===== config.mk =====
export PLATFORM = sky130hd
export DESIGN_NAME = eps_sequencer
export DESIGN_NICKNAME = d
export VERILOG_FILES = /design/src/core/eps_pkg.sv /design/src/core/eps_sequencer.sv /design/src/core/eps_timer.sv
export SDC_FILE = /design/constraint.sdc
export NUM_CORES = 1
export LEC_CHECK = 0
export BUFFER_PORTS_ARGS = -buffer_cell sky130_fd_sc_hd__buf_2
export CORE_ASPECT_RATIO = 1.5
export CORE_MARGIN = 2
export CORE_UTILIZATION = 56
export DETAILED_ROUTE_END_ITERATION = 10
export PLACE_DENSITY = 0.76
export SYNTH_ARGS = -nofsm -noshare
export SYNTH_HDL_FRONTEND = slang
export SYNTH_HIERARCHICAL = 1
export SYNTH_SLANG_ARGS = --single-unit

===== constraint.sdc =====
create_clock -name clk -period 3.8 [get_ports clk]
set_clock_uncertainty 0.05 [all_clocks]
set_input_delay 0.38 -clock clk [delete_from_list [all_inputs] [get_ports clk]]
set_output_delay 0.38 -clock clk [all_outputs]
set_load 0.02 [all_outputs]

===== src/core/eps_pkg.sv =====
/*
 Constants, state codes and timing figures for the programmer that drives
 a byte-wide UV EPROM through its address, data and control pins.
 Assumes a 100 MHz system clock; voltages are selected by external switches.
*/
package eps_pkg;
   // ==========================================================
   // Geometry
   localparam int ADDR_W = 20;
   localparam int DATA_W = 8;
   localparam logic [19:0] ADDR_FIRST = 20'h00000;
   localparam logic [19:0] ADDR_LAST = 20'hFFFFF;
   localparam logic [19:0] ADDR_ZERO = 20'h00000;
   localparam int ID_MODE_BIT = 9;
   localparam int ID_SEL_BIT = 0;
   // ==========================================================
   // Timing
   localparam int CLK_MHZ = 100;
   localparam int PULSE_NOM_US = 50;
   localparam int PULSE_MIN_US = 47;
   localparam int PULSE_MAX_US = 53;
   localparam int SETUP_US = 2;
   localparam int PULSE_CYC = PULSE_NOM_US * CLK_MHZ;
   localparam int PULSE_MIN_CYC = PULSE_MIN_US * CLK_MHZ;
   localparam int PULSE_MAX_CYC = PULSE_MAX_US * CLK_MHZ;
   localparam int SETUP_CYC = SETUP_US * CLK_MHZ;
   localparam int TMR_W = 16;
   // ==========================================================
   // Retry budget
   localparam int MAX_PULSES = 10;
   localparam logic [3:0] PULSE_BUDGET = 4'hA;
   localparam logic [3:0] CNT_ZERO = 4'h0;
   localparam logic [3:0] CNT_ONE = 4'h1;
   // ==========================================================
   // Sequencer states
   typedef enum logic [3:0] {
      EPS_IDLE = 4'b0000,
      EPS_PWR_UP = 4'b0001,
      EPS_VPP_UP = 4'b0010,
      EPS_P1_SET = 4'b0011,
      EPS_P1_PULSE = 4'b0100,
      EPS_V_PULSE = 4'b0101,
      EPS_V_READ = 4'b0110,
      EPS_V_CHECK = 4'b0111,
      EPS_VPP_DOWN = 4'b1000,
      EPS_PWR_DOWN = 4'b1001,
      EPS_RB_READ = 4'b1010,
      EPS_RB_CHECK = 4'b1011,
      EPS_ID_READ = 4'b1100,
      EPS_DONE = 4'b1101
   } eps_state_e;
   // ==========================================================
   // Shared arithmetic
   function automatic logic [19:0] eps_next_addr(input logic [19:0] a);
      eps_next_addr = a + 20'h00001;
   endfunction
endpackage


===== src/core/eps_sequencer.sv =====
/*
 Programmer for a 1M x 8 UV EPROM: programs every byte with the rapid
 pulse-and-verify algorithm, reads back the bytes up to the first mismatch when no byte failed verify, and reads the two
 identification bytes. Assumes the source data arrives combinationally from a
 same-clock store addressed by src_addr, and external voltage switches follow
 the vcc/vpp/id request outputs; the device data bus returns through pins.
*/
`timescale 1ns/10ps
module eps_sequencer
(
   // Clock and reset
   input wire logic clk,
   input wire logic sys_rst,
   // Commands
   input wire logic start_prog,
   input wire logic start_id,
   // Source data
   output logic [19:0] src_addr,
   input wire logic [7:0] src_data,
   // Device pins
   output logic [19:0] addr_out,
   output logic chip_en_n,
   output logic out_en_n,
   output logic [7:0] data_outputs_o,
   output logic data_outputs_oe,
   input wire logic [7:0] data_outputs_i,
   // Voltage switch requests
   output logic vcc_prog,
   output logic vpp_on,
   output logic id_select_voltage,
   // Status
   output logic busy,
   output logic done,
   output logic pass,
   output logic [19:0] fail_addr,
   output logic [7:0] id_maker,
   output logic [7:0] id_type
);
   eps_pkg::eps_state_e state;
   eps_pkg::eps_state_e next_state;
   logic [7:0] din_meta;
   logic [7:0] din_sync;
   logic [3:0] pulses;
   logic id_byte;
   logic tmr_load;
   logic [15:0] tmr_count;
   logic tmr_done;
   logic fail_flag;

   // ==========================================================
   // Pin synchroniser
   always_ff @(posedge clk)
   begin
      din_meta <= data_outputs_i;
      din_sync <= din_meta;
   end

   // ==========================================================
   // Decode
   wire at_last = (addr_out == eps_pkg::ADDR_LAST);
   wire match = (din_sync == src_data);
   wire budget_out = (pulses == eps_pkg::PULSE_BUDGET);
   wire [19:0] addr_inc = eps_pkg::eps_next_addr(addr_out);
   wire [19:0] id_addr = {{(eps_pkg::ADDR_W - 10){1'b0}}, 1'b1, 8'h00, id_byte};
   wire enter = (state != next_state);

   eps_timer u_tmr
   (
      .clk(clk),
      .sys_rst(sys_rst),
      .load(tmr_load),
      .count(tmr_count),
      .expired(tmr_done)
   );

   wire id_reload = (state == eps_pkg::EPS_ID_READ) && tmr_done && !id_byte;
   assign tmr_load = enter || id_reload;
   assign tmr_count = (next_state == eps_pkg::EPS_P1_PULSE ||
                       next_state == eps_pkg::EPS_V_PULSE) ? 16'(eps_pkg::PULSE_CYC)
                                                          : 16'(eps_pkg::SETUP_CYC);

   // ==========================================================
   // Next state
   always_comb
   begin
      next_state = state;
      case (state)
         eps_pkg::EPS_IDLE:
            if (start_prog || start_id)
               next_state = eps_pkg::EPS_PWR_UP;
         eps_pkg::EPS_PWR_UP:
            if (tmr_done)
               next_state = id_select_voltage ? eps_pkg::EPS_ID_READ
                                              : eps_pkg::EPS_VPP_UP;
         eps_pkg::EPS_VPP_UP:
            if (tmr_done)
               next_state = eps_pkg::EPS_P1_SET;
         eps_pkg::EPS_P1_SET:
            if (tmr_done)
               next_state = eps_pkg::EPS_P1_PULSE;
         eps_pkg::EPS_P1_PULSE:
            if (tmr_done)
               next_state = at_last ? eps_pkg::EPS_V_READ : eps_pkg::EPS_P1_SET;
         eps_pkg::EPS_V_PULSE:
            if (tmr_done)
               next_state = eps_pkg::EPS_V_READ;
         eps_pkg::EPS_V_READ:
            if (tmr_done)
               next_state = eps_pkg::EPS_V_CHECK;
         eps_pkg::EPS_V_CHECK:
            if (match && at_last)
               next_state = eps_pkg::EPS_VPP_DOWN;
            else if (match)
               next_state = eps_pkg::EPS_V_READ;
            else if (budget_out)
               next_state = eps_pkg::EPS_VPP_DOWN;
            else
               next_state = eps_pkg::EPS_V_PULSE;
         eps_pkg::EPS_VPP_DOWN:
            if (tmr_done)
               next_state = eps_pkg::EPS_PWR_DOWN;
         eps_pkg::EPS_PWR_DOWN:
            if (tmr_done)
               next_state = fail_flag ? eps_pkg::EPS_DONE : eps_pkg::EPS_RB_READ;
         eps_pkg::EPS_RB_READ:
            if (tmr_done)
               next_state = eps_pkg::EPS_RB_CHECK;
         eps_pkg::EPS_RB_CHECK:
            if (!match || at_last)
               next_state = eps_pkg::EPS_DONE;
            else
               next_state = eps_pkg::EPS_RB_READ;
         eps_pkg::EPS_ID_READ:
            if (tmr_done && id_byte)
               next_state = eps_pkg::EPS_DONE;
         eps_pkg::EPS_DONE:
            next_state = eps_pkg::EPS_IDLE;
         default:
            next_state = eps_pkg::EPS_IDLE;
      endcase
   end

   always_ff @(posedge clk)
   begin
      if (sys_rst)
         state <= eps_pkg::EPS_IDLE;
      else
         state <= next_state;
   end

   // ==========================================================
   // Pin drive
   wire in_pulse = (state == eps_pkg::EPS_P1_PULSE) || (state == eps_pkg::EPS_V_PULSE);
   wire in_read = (state == eps_pkg::EPS_V_READ) || (state == eps_pkg::EPS_V_CHECK) ||
                  (state == eps_pkg::EPS_RB_READ) || (state == eps_pkg::EPS_RB_CHECK) ||
                  (state == eps_pkg::EPS_ID_READ);
   wire vpp_phase = (state == eps_pkg::EPS_VPP_UP) || (state == eps_pkg::EPS_P1_SET) ||
                    (state == eps_pkg::EPS_P1_PULSE) || (state == eps_pkg::EPS_V_PULSE) ||
                    (state == eps_pkg::EPS_V_READ) || (state == eps_pkg::EPS_V_CHECK);
   wire prog_phase = vpp_phase || (state == eps_pkg::EPS_PWR_UP && !id_select_voltage) ||
                     (state == eps_pkg::EPS_VPP_DOWN);

   always_ff @(posedge clk)
   begin
      if (sys_rst)
      begin
         chip_en_n <= 1'b1;
         out_en_n <= 1'b1;
         data_outputs_oe <= 1'b0;
         data_outputs_o <= 8'h00;
         vpp_on <= 1'b0;
         vcc_prog <= 1'b0;
      end
      else
      begin
         chip_en_n <= !(in_pulse || in_read) || enter;
         out_en_n <= !(in_read && !vpp_phase) && !(state == eps_pkg::EPS_V_READ ||
                     state == eps_pkg::EPS_V_CHECK);
         data_outputs_oe <= in_pulse || (state == eps_pkg::EPS_P1_SET);
         data_outputs_o <= src_data;
         vpp_on <= vpp_phase && (state != eps_pkg::EPS_V_READ) &&
                   (state != eps_pkg::EPS_V_CHECK);
         vcc_prog <= prog_phase;
      end
   end

   // ==========================================================
   // Address, counters and results
   always_ff @(posedge clk)
   begin
      if (sys_rst)
      begin
         addr_out <= eps_pkg::ADDR_ZERO;
         src_addr <= eps_pkg::ADDR_ZERO;
         pulses <= eps_pkg::CNT_ZERO;
         id_byte <= 1'b0;
         id_select_voltage <= 1'b0;
         busy <= 1'b0;
         done <= 1'b0;
         pass <= 1'b0;
         fail_flag <= 1'b0;
         fail_addr <= eps_pkg::ADDR_ZERO;
         id_maker <= 8'h00;
         id_type <= 8'h00;
      end
      else
      begin
         done <= (state == eps_pkg::EPS_DONE);
         busy <= (next_state != eps_pkg::EPS_IDLE);
         if (state == eps_pkg::EPS_IDLE && (start_prog || start_id))
         begin
            addr_out <= eps_pkg::ADDR_FIRST;
            src_addr <= eps_pkg::ADDR_FIRST;
            id_select_voltage <= start_id && !start_prog;
            id_byte <= 1'b0;
            fail_flag <= 1'b0;
            pass <= 1'b0;
            pulses <= eps_pkg::CNT_ZERO;
         end
         if (state == eps_pkg::EPS_PWR_UP && id_select_voltage && tmr_done)
            addr_out <= id_addr;
         if (state == eps_pkg::EPS_ID_READ && tmr_done)
         begin
            if (id_byte)
               id_type <= din_sync;
            else
               id_maker <= din_sync;
            id_byte <= 1'b1;
            addr_out <= {{(eps_pkg::ADDR_W - 10){1'b0}}, 1'b1, 8'h00, 1'b1};
         end
         if (state == eps_pkg::EPS_P1_PULSE && tmr_done)
         begin
            addr_out <= at_last ? eps_pkg::ADDR_FIRST : addr_inc;
            src_addr <= at_last ? eps_pkg::ADDR_FIRST : addr_inc;
         end
         if (state == eps_pkg::EPS_V_PULSE && tmr_done)
            pulses <= pulses + eps_pkg::CNT_ONE;
         if (state == eps_pkg::EPS_V_CHECK)
         begin
            if (match)
            begin
               pulses <= eps_pkg::CNT_ZERO;
               addr_out <= at_last ? eps_pkg::ADDR_FIRST : addr_inc;
               src_addr <= at_last ? eps_pkg::ADDR_FIRST : addr_inc;
            end
            else if (budget_out)
            begin
               fail_flag <= 1'b1;
               fail_addr <= addr_out;
            end
         end
         if (state == eps_pkg::EPS_RB_CHECK)
         begin
            if (!match)
            begin
               fail_flag <= 1'b1;
               fail_addr <= addr_out;
            end
            else if (!at_last)
            begin
               addr_out <= addr_inc;
               src_addr <= addr_inc;
            end
         end
         if (state == eps_pkg::EPS_DONE)
         begin
            pass <= !fail_flag;
            id_select_voltage <= 1'b0;
            addr_out <= eps_pkg::ADDR_ZERO;
         end
      end
   end

   // ==========================================================
   // Checks
   logic [15:0] low_run;
   always_ff @(posedge clk)
   begin
      if (sys_rst || chip_en_n || !vpp_on)
         low_run <= 16'h0000;
      else
         low_run <= low_run + 16'h0001;
   end

   pulse_max_a: assert property (@(posedge clk) disable iff (sys_rst)
      low_run <= 16'(eps_pkg::PULSE_MAX_CYC))
      else $error("program pulse too long");
   pulse_min_a: assert property (@(posedge clk) disable iff (sys_rst)
      ($rose(chip_en_n) && $past(vpp_on) && $past(low_run) != 16'h0000)
      |-> $past(low_run) >= 16'(eps_pkg::PULSE_MIN_CYC - 1))
      else $error("program pulse too short");
   supply_first_a: assert property (@(posedge clk) disable iff (sys_rst)
      vpp_on |-> vcc_prog)
      else $error("vpp without programming supply");
   ce_needs_supply_a: assert property (@(posedge clk) disable iff (sys_rst)
      (!chip_en_n && vpp_on) |-> vcc_prog)
      else $error("pulse without raised supply");
   budget_cap_a: assert property (@(posedge clk) disable iff (sys_rst)
      pulses <= eps_pkg::PULSE_BUDGET)
      else $error("pulse budget exceeded");
   fail_end_a: assert property (@(posedge clk) disable iff (sys_rst)
      (state == eps_pkg::EPS_V_CHECK && !match && budget_out)
      |=> state == eps_pkg::EPS_VPP_DOWN)
      else $error("exhausted byte did not end programming");
   readback_low_a: assert property (@(posedge clk) disable iff (sys_rst)
      (state == eps_pkg::EPS_RB_READ) |-> (!vpp_on && !vcc_prog))
      else $error("read back under programming voltages");
   id_other_low_a: assert property (@(posedge clk) disable iff (sys_rst)
      (state == eps_pkg::EPS_ID_READ) |-> (addr_out[19:10] == 10'h000 &&
      addr_out[8:1] == 8'h00 && id_select_voltage))
      else $error("id mode address lines not low");
   start_low_a: assert property (@(posedge clk) disable iff (sys_rst)
      (state == eps_pkg::EPS_VPP_UP) |-> addr_out == eps_pkg::ADDR_FIRST)
      else $error("programming did not start at lowest address");

   prog_done_c: cover property (@(posedge clk) disable iff (sys_rst)
      $rose(done) && pass);
   prog_fail_c: cover property (@(posedge clk) disable iff (sys_rst)
      $rose(done) && !pass);
   retry_c: cover property (@(posedge clk) disable iff (sys_rst)
      state == eps_pkg::EPS_V_PULSE);
   id_read_c: cover property (@(posedge clk) disable iff (sys_rst)
      state == eps_pkg::EPS_ID_READ && id_byte);
endmodule


===== src/core/eps_timer.sv =====
/*
 Down-counting delay timer used for pulse and setup intervals.
 Assumes load and the count come from logic on the same clock.
*/
`timescale 1ns/10ps
module eps_timer
(
   // Clock and reset
   input wire logic clk,
   input wire logic sys_rst,
   // Control
   input wire logic load,
   input wire logic [15:0] count,
   // Status
   output logic expired
);
   logic [15:0] remain;
   wire at_zero = (remain == 16'h0000);

   // ==========================================================
   // Counter
   always_ff @(posedge clk)
   begin
      if (sys_rst)
         remain <= 16'h0000;
      else if (load)
         remain <= count;
      else if (!at_zero)
         remain <= remain - 16'h0001;
   end

   always_ff @(posedge clk)
   begin
      if (sys_rst)
         expired <= 1'b0;
      else
         expired <= !load && (remain == 16'h0001);
   end
endmodule


==> results of run 1 <==
worst register-to-register path: cells and delay by family, from the launching register on:
family | cells | cell delay [ps]
AO/OA/AOI/OAI | 3 | 580
AND/OR/NAND/NOR | 6 | 2030
flip-flops | 1 | 510
buffers and inverters | 1 | 230
worst max-delay path by stage:
stage | slack, ps | from | depth (start not counted) | endpoint
2_1_floorplan | 400 | addr_out[2] | 12 | u_tmr/remain[2]
3_5_place_dp | 290 | src_data[2] | 11 | u_tmr/remain[5]
6_report | 330 | addr_out[5] | 10 | u_tmr/remain[5]
4_1_cts | 370 | addr_out[5] | 10 | u_tmr/remain[5]
3_3_place_gp | 350 | src_data[2] | 11 | u_tmr/remain[5]
5_1_grt | 210 | addr_out[5] | 10 | u_tmr/remain[5]
final cells by class:
type / count / area (um2) / area share [%]
clock inverters: 14 / 155 / 1.99
flip-flops and latches: 136 / 2720 / 34.9
inverters: 17 / 63.8 / 0.819
well taps: 147 / 184 / 2.36
clock buffers: 18 / 429 / 5.51
repair buffers: 145 / 823 / 10.6
multi-input cells: 539 / 3420 / 43.8
through the flow:
stage | power, W | hold slack [ps]
after global placement | 0.00186 | 261
after floorplan | 0.00177 | 260
after CTS | 0.00348 | 2.64
after global routing | 0.00359 | 1.62
final | 0.00347 | 9.82
after detailed placement | 0.00188 | 262
power by group through the flow:
| stage | registers [W] | logic [W] | clock network [W] |
|---|---|---|---|
| after global routing | 0.00152 | 0.000367 | 0.00170 |
| after global placement | 0.00154 | 0.000320 | 0 |
| after floorplan | 0.00154 | 0.000226 | 0 |
| after detailed placement | 0.00155 | 0.000331 | 0 |
| final | 0.00152 | 0.000339 | 0.00162 |
| after CTS | 0.00151 | 0.000335 | 0.00163 |
kinds of logic after synthesis:
family	count (synthesis)	synth area share, %
other	2	0.118
flip-flops	136	42.9
buffers and inverters	62	3.90
AND/OR/NAND/NOR	285	23.2
AO/OA/AOI/OAI	169	18.7
XOR/XNOR	30	4.14
multiplexers	38	6.03
adder cells (fa/ha/maj)	5	0.986
placed cells by master (no fill, tap or decap), drive strengths merged, types with 10 or more instances in the layout:
cell type  count
nand4         12
o21ai         15
xor2          10
nor3          25
nand3         23
xnor2         20
a21oi         53
nand2         51
conb          12
nor2b         20
a31oi         11
inv           25
clkbuf        18
nor2          91
nand2b        15
mux2i         36
dfxtp        136
buf          144
nor4          11
layer usage:
layer  wire [um]  vias up  global-route usage, %
met5           0        -                      0
met4        1060        0                   20.8
li1            -     2884                      -
met2       10300      266                   59.4
met3        1110       68                   5.39
met1        7070     2883                   33.7
what timing repair did:
item                                    4_1_cts  5_1_grt
endpoints found under the setup margin        0        0
hold buffers                                  1        0
endpoints found under the hold margin         1        0
==> results.yml, run 1 <==
status:
  status: "finished clean"
critical_path:
  crit_type: "reg2reg"
  rrSetupSlack_ps: 330
  critical-path-max-stage-delay_ps: 590
  cp-start-kind: "register"
  endpoint_kind: "register"
  cp.arrival_ps: 3770
  crit_buf_inv: 1
  rr_worst_depth: 10
  reg2reg_to: "u_tmr/remain[5]"
  r2r-start: "addr_out[5]"
  path_cells: "nand3_4 -> or4_4 -> nor3_4 -> nor2_1 -> nor4_1 -> o211ai_1 -> buf_12 -> or4_1 -> a221o_1 -> o21ai_2"
  cpMaxStageDelayCell: "or4_4"
  path_delay_family: "simple AND/OR/NAND/NOR gates"
  crit_required_ps: 4110
  cp_max_fo: 36
synth:
  yosys.area.top_type: "dfxtp_1"
  ys_async_sr_fraction_pct: 0
  yosysWarnings: 6
  syn_inst: 727
  synth_edf_count: 0
  yosys-top-cells-count: "136 x dfxtp_1, 91 x nor2_1, 52 x a21oi_1, 51 x nand2_1, 36 x mux2i_1"
  yosysSeqAreaShare_pct: 42.9
  syn_area_mm2: 0.00635
  synth_cell_type_count: 74
  yosys_register_bits: 136
  synthTopCellsByArea: "dfxtp_1 43%, mux2i_1 5.7%, nor2_1 5.4%"
  synth_top_area_share_pct: 42.9
  synth_area_per_cell_um2: 8.73
  synth-main-ff-cell: "dfxtp_1"
  synth_most_common_cell: "dfxtp_1"
final_layout:
  stdcell_area_mm2: 0.00779
  final_util_pct: 70.5
  area_growth_pct: 22.8
  antenna_cells: 0
  layout-drive-gt1-share_pct: 22.7
  final.fill_count: 946
  finalNonFillerCells: 1016
  final_nets: 881
placement:
  place_area_mm2: 0.00720
  place.gp.congestion: 0.966
  hpwl_um: 14300
  pre_cts_ws_ps: 293
  placed_cells: 983
  numPortBuffers: 112
drt:
  drc: 0
  finalWirelength_um: 19600
  wire_per_inst_um: 19.3
  drt-vias-per-instance: 6.00
  ant_nets: 0
  vias: 6101
  drtIter0Drc: 454
  first_pass_iters: 5
floorplanning:
  die_h_um: 134
  core_mm2: 0.0111
  ioPinCount: 113
  die_w_um: 90.9
  start_util_pct: 57.4
  num_rows: 47
  die-area_mm2: 0.0122
power_and_ir_drop:
  power_frac_clock_pct: 46.6
  power_density_mw_per_mm2: 445
  irDropWorstVdd_uv: 367
  intPower_w: 0.00253
  p_leak_nw: 3.23
  switching_share_pct: 27.1
  switching_power_w: 0.000941
  power_frac_seq_pct: 43.6
  power_frac_comb_pct: 9.8
min_path:
  hold_class: "in2reg"
  hold_path_depth: 1
  hold_start: "data_outputs_i[5]"
  holdPathEnd: "din_meta[5]"
cts:
  clock_latency_ps: 420
  cts_tree: "done"
  cts-buffers-inserted: 17
  cts_setup_buffers: 0
  clockRootBuffer: "clkbuf_16"
  h-tree-depth: 4
  clock_path_buffers: 2
  post_cts_resized: 0
  cts.sinks: 136
  clk_pin_slew_ps: 60
grt:
  grt_max_degree: 80
  track_usage_pct: 32.4
  grt_pass1_vias: 6014
  grt_overflow: 0
  antenna_found_initial: 0
  grt_first_pass_wirelength_um: 31000
timing:
  slew_violations: 0
  slew_headroom_pct: 39.7
  period_minus_slack_ps: 3470
  worst_pin_slew_ps: 900
  hold_violations: 0
  final.period_utilization_pct: 91.2
  setup_viol: 0
  rsz0062_at_grt: "false"
  clock.fmax_ghz: 0.288
  fin_ws_ps: 333
  tns_ps: 0
run:
  cap_viol_max_count: 0
Note: power is estimated with default switching activity, not from simulation.
==> inputs of run 2 (changes only) <==
- CORE_MARGIN: 2 -> default
==> run 2 against run 1 <==
  * Total power increased by 2.2%
  * Core utilization increased by 0.42 points
  * Clock power increased by 5%
  * Register-to-register slack got worse by 30 ps
  * Via count increased by 0.20%
  * Die area decreased by 3.7%
  * Routed wire length decreased by 3.4%
  * Sequential cell count unchanged
  * Non-clock buffer count increased by 2
  * Hold slack improved by 8.7 ps
  * Critical path type unchanged
==> results.yml, run 2 (synthesis results as in run 1) <==
drt:
  wire_per_inst_um: 18.6
  drc: 0
  drt-vias-per-instance: 6.00
  finalWirelength_um: 18900
  drtIter0Drc: 328
  vias: 6113
  ant_nets: 0
  first_pass_iters: 5
grt:
  grt_max_degree: 55
  antenna_found_initial: 0
  grt_pass1_vias: 5998
  grt_overflow: 0
  grt_first_pass_wirelength_um: 30000
  track_usage_pct: 33.5
critical_path:
  endpoint_kind: "register"
  crit_required_ps: 4110
  critical-path-max-stage-delay_ps: 590
  crit_type: "reg2reg"
  rrSetupSlack_ps: 300
  cp_max_fo: 8
  crit_buf_inv: 0
  path_delay_family: "compound AO/OA/AOI/OAI gates"
  path_cells: "nand3_4 -> or4_4 -> nor3_4 -> nor2_1 -> o31a_1 -> o211ai_1 -> nor3_2 -> a21oi_1 -> o211a_1"
  cpMaxStageDelayCell: "or4_4"
  cp.arrival_ps: 3800
  cp-start-kind: "register"
power_and_ir_drop:
  power_w: 0.00355
  power_frac_clock_pct: 48.0
  switching_power_w: 0.000911
  intPower_w: 0.00264
  power_density_mw_per_mm2: 453
  switching_share_pct: 25.7
  p_leak_nw: 3.25
  power_frac_seq_pct: 42.7
  power_frac_comb_pct: 9.3
  irDropWorstVdd_uv: 287
final_layout:
  layout-drive-gt1-share_pct: 22.5
  final_common_cell: "dfxtp_1"
  final.fill_count: 934
  final_util_pct: 70.9
  antenna_cells: 0
  final_cell_mix: "136 x dfxtp_1, 112 x buf_2, 91 x nor2_1, 52 x a21oi_1, 51 x nand2_1"
  area_growth_pct: 23.5
  final_nets: 883
timing:
  rsz0062_at_grt: "false"
  hold_violations: 0
  slew_headroom_pct: 36.3
  clock.fmax_ghz: 0.286
  slew_violations: 0
  worst_pin_slew_ps: 956
  setup_viol: 0
  tns_ps: 0
  final.period_utilization_pct: 92.0
  fin_ws_ps: 304
  period_minus_slack_ps: 3500
cts:
  clockRootBuffer: "clkbuf_16"
  cts-buffers-inserted: 17
  post_cts_resized: 0
  h-tree-depth: 4
  cts_setup_buffers: 0
  clock_latency_ps: 420
  cts.sinks: 136
  clk_pin_slew_ps: 60
  cts_tree: "done"
  clock_path_buffers: 2
run:
  cap_viol_max_count: 0
floorplanning:
  core_mm2: 0.0111
  ioPinCount: 113
  die-area_mm2: 0.0118
  die_w_um: 88.9
  start_util_pct: 57.4
  die_h_um: 132
  num_rows: 47
placement:
  pre_cts_ws_ps: 250
  hpwl_um: 13700
  numPortBuffers: 112
  place.gp.congestion: 0.994
status:
  status: "finished clean"
min_path:
  hold_class: "in2reg"
run 2: what timing repair did:
item,in CTS,in global routing
hold buffers,5,0
endpoints found under the hold margin,5,0
endpoints found under the setup margin,0,0
run 2: worst reg2reg max path, stage by stage (launching register included):
cell and delay (ps):
dfxtp_1 490, nand3_4 160, or4_4 600, nor3_4 290, nor2_1 140, o31a_1 310, o211ai_1 510, nor3_2 120
a21oi_1 540, o211a_1 240
run 2: through the flow:
step	hold WS, ps	instances	cell area, um2
finish	18.5	1018	7840
detailed placement	262	981	7170
global route	3.53	1018	7840
floorplan	260	737	6380
CTS	0.964	1018	7840
global placement	260	981	7170
run 2: final cells by class:
class	count	area, um2	area share [%]
multi-input combinational	539	3420	43.6
sequential	136	2720	34.7
timing repair buffer	147	836	10.7
clock buffer	20	467	5.95
tap	147	184	2.35
clock inverter	12	151	1.93
inverter	17	63.8	0.814
run 2: power by group through the flow:
stage	Sequential [W]	Combinational, W	Clock [W]
finish	0.00152	0.000328	0.00170
global route	0.00152	0.000358	0.00179
CTS	0.00151	0.000324	0.00173
detailed placement	0.00154	0.000318	0
global placement	0.00154	0.000310	0
floorplan	0.00154	0.000226	0
run 2: metal layers:
layer / share of wire, % / track usage [%] / vias up
met2: 53 / 59.3 / 242
met1: 36 / 34.7 / 2917
met5: 0 / 0 / -
met4: 5.7 / 20.8 / 0
li1: - / - / 2893
met3: 4.8 / 7.14 / 61
run 2: worst paths after layout:
check                    start                to  cells past startpoint
min reg2reg        din_meta[3]       din_sync[3]                      0
max reg2reg        addr_out[5]  u_tmr/remain[14]                      9
max                addr_out[5]  u_tmr/remain[14]                      9
min          data_outputs_i[7]       din_meta[7]                      1
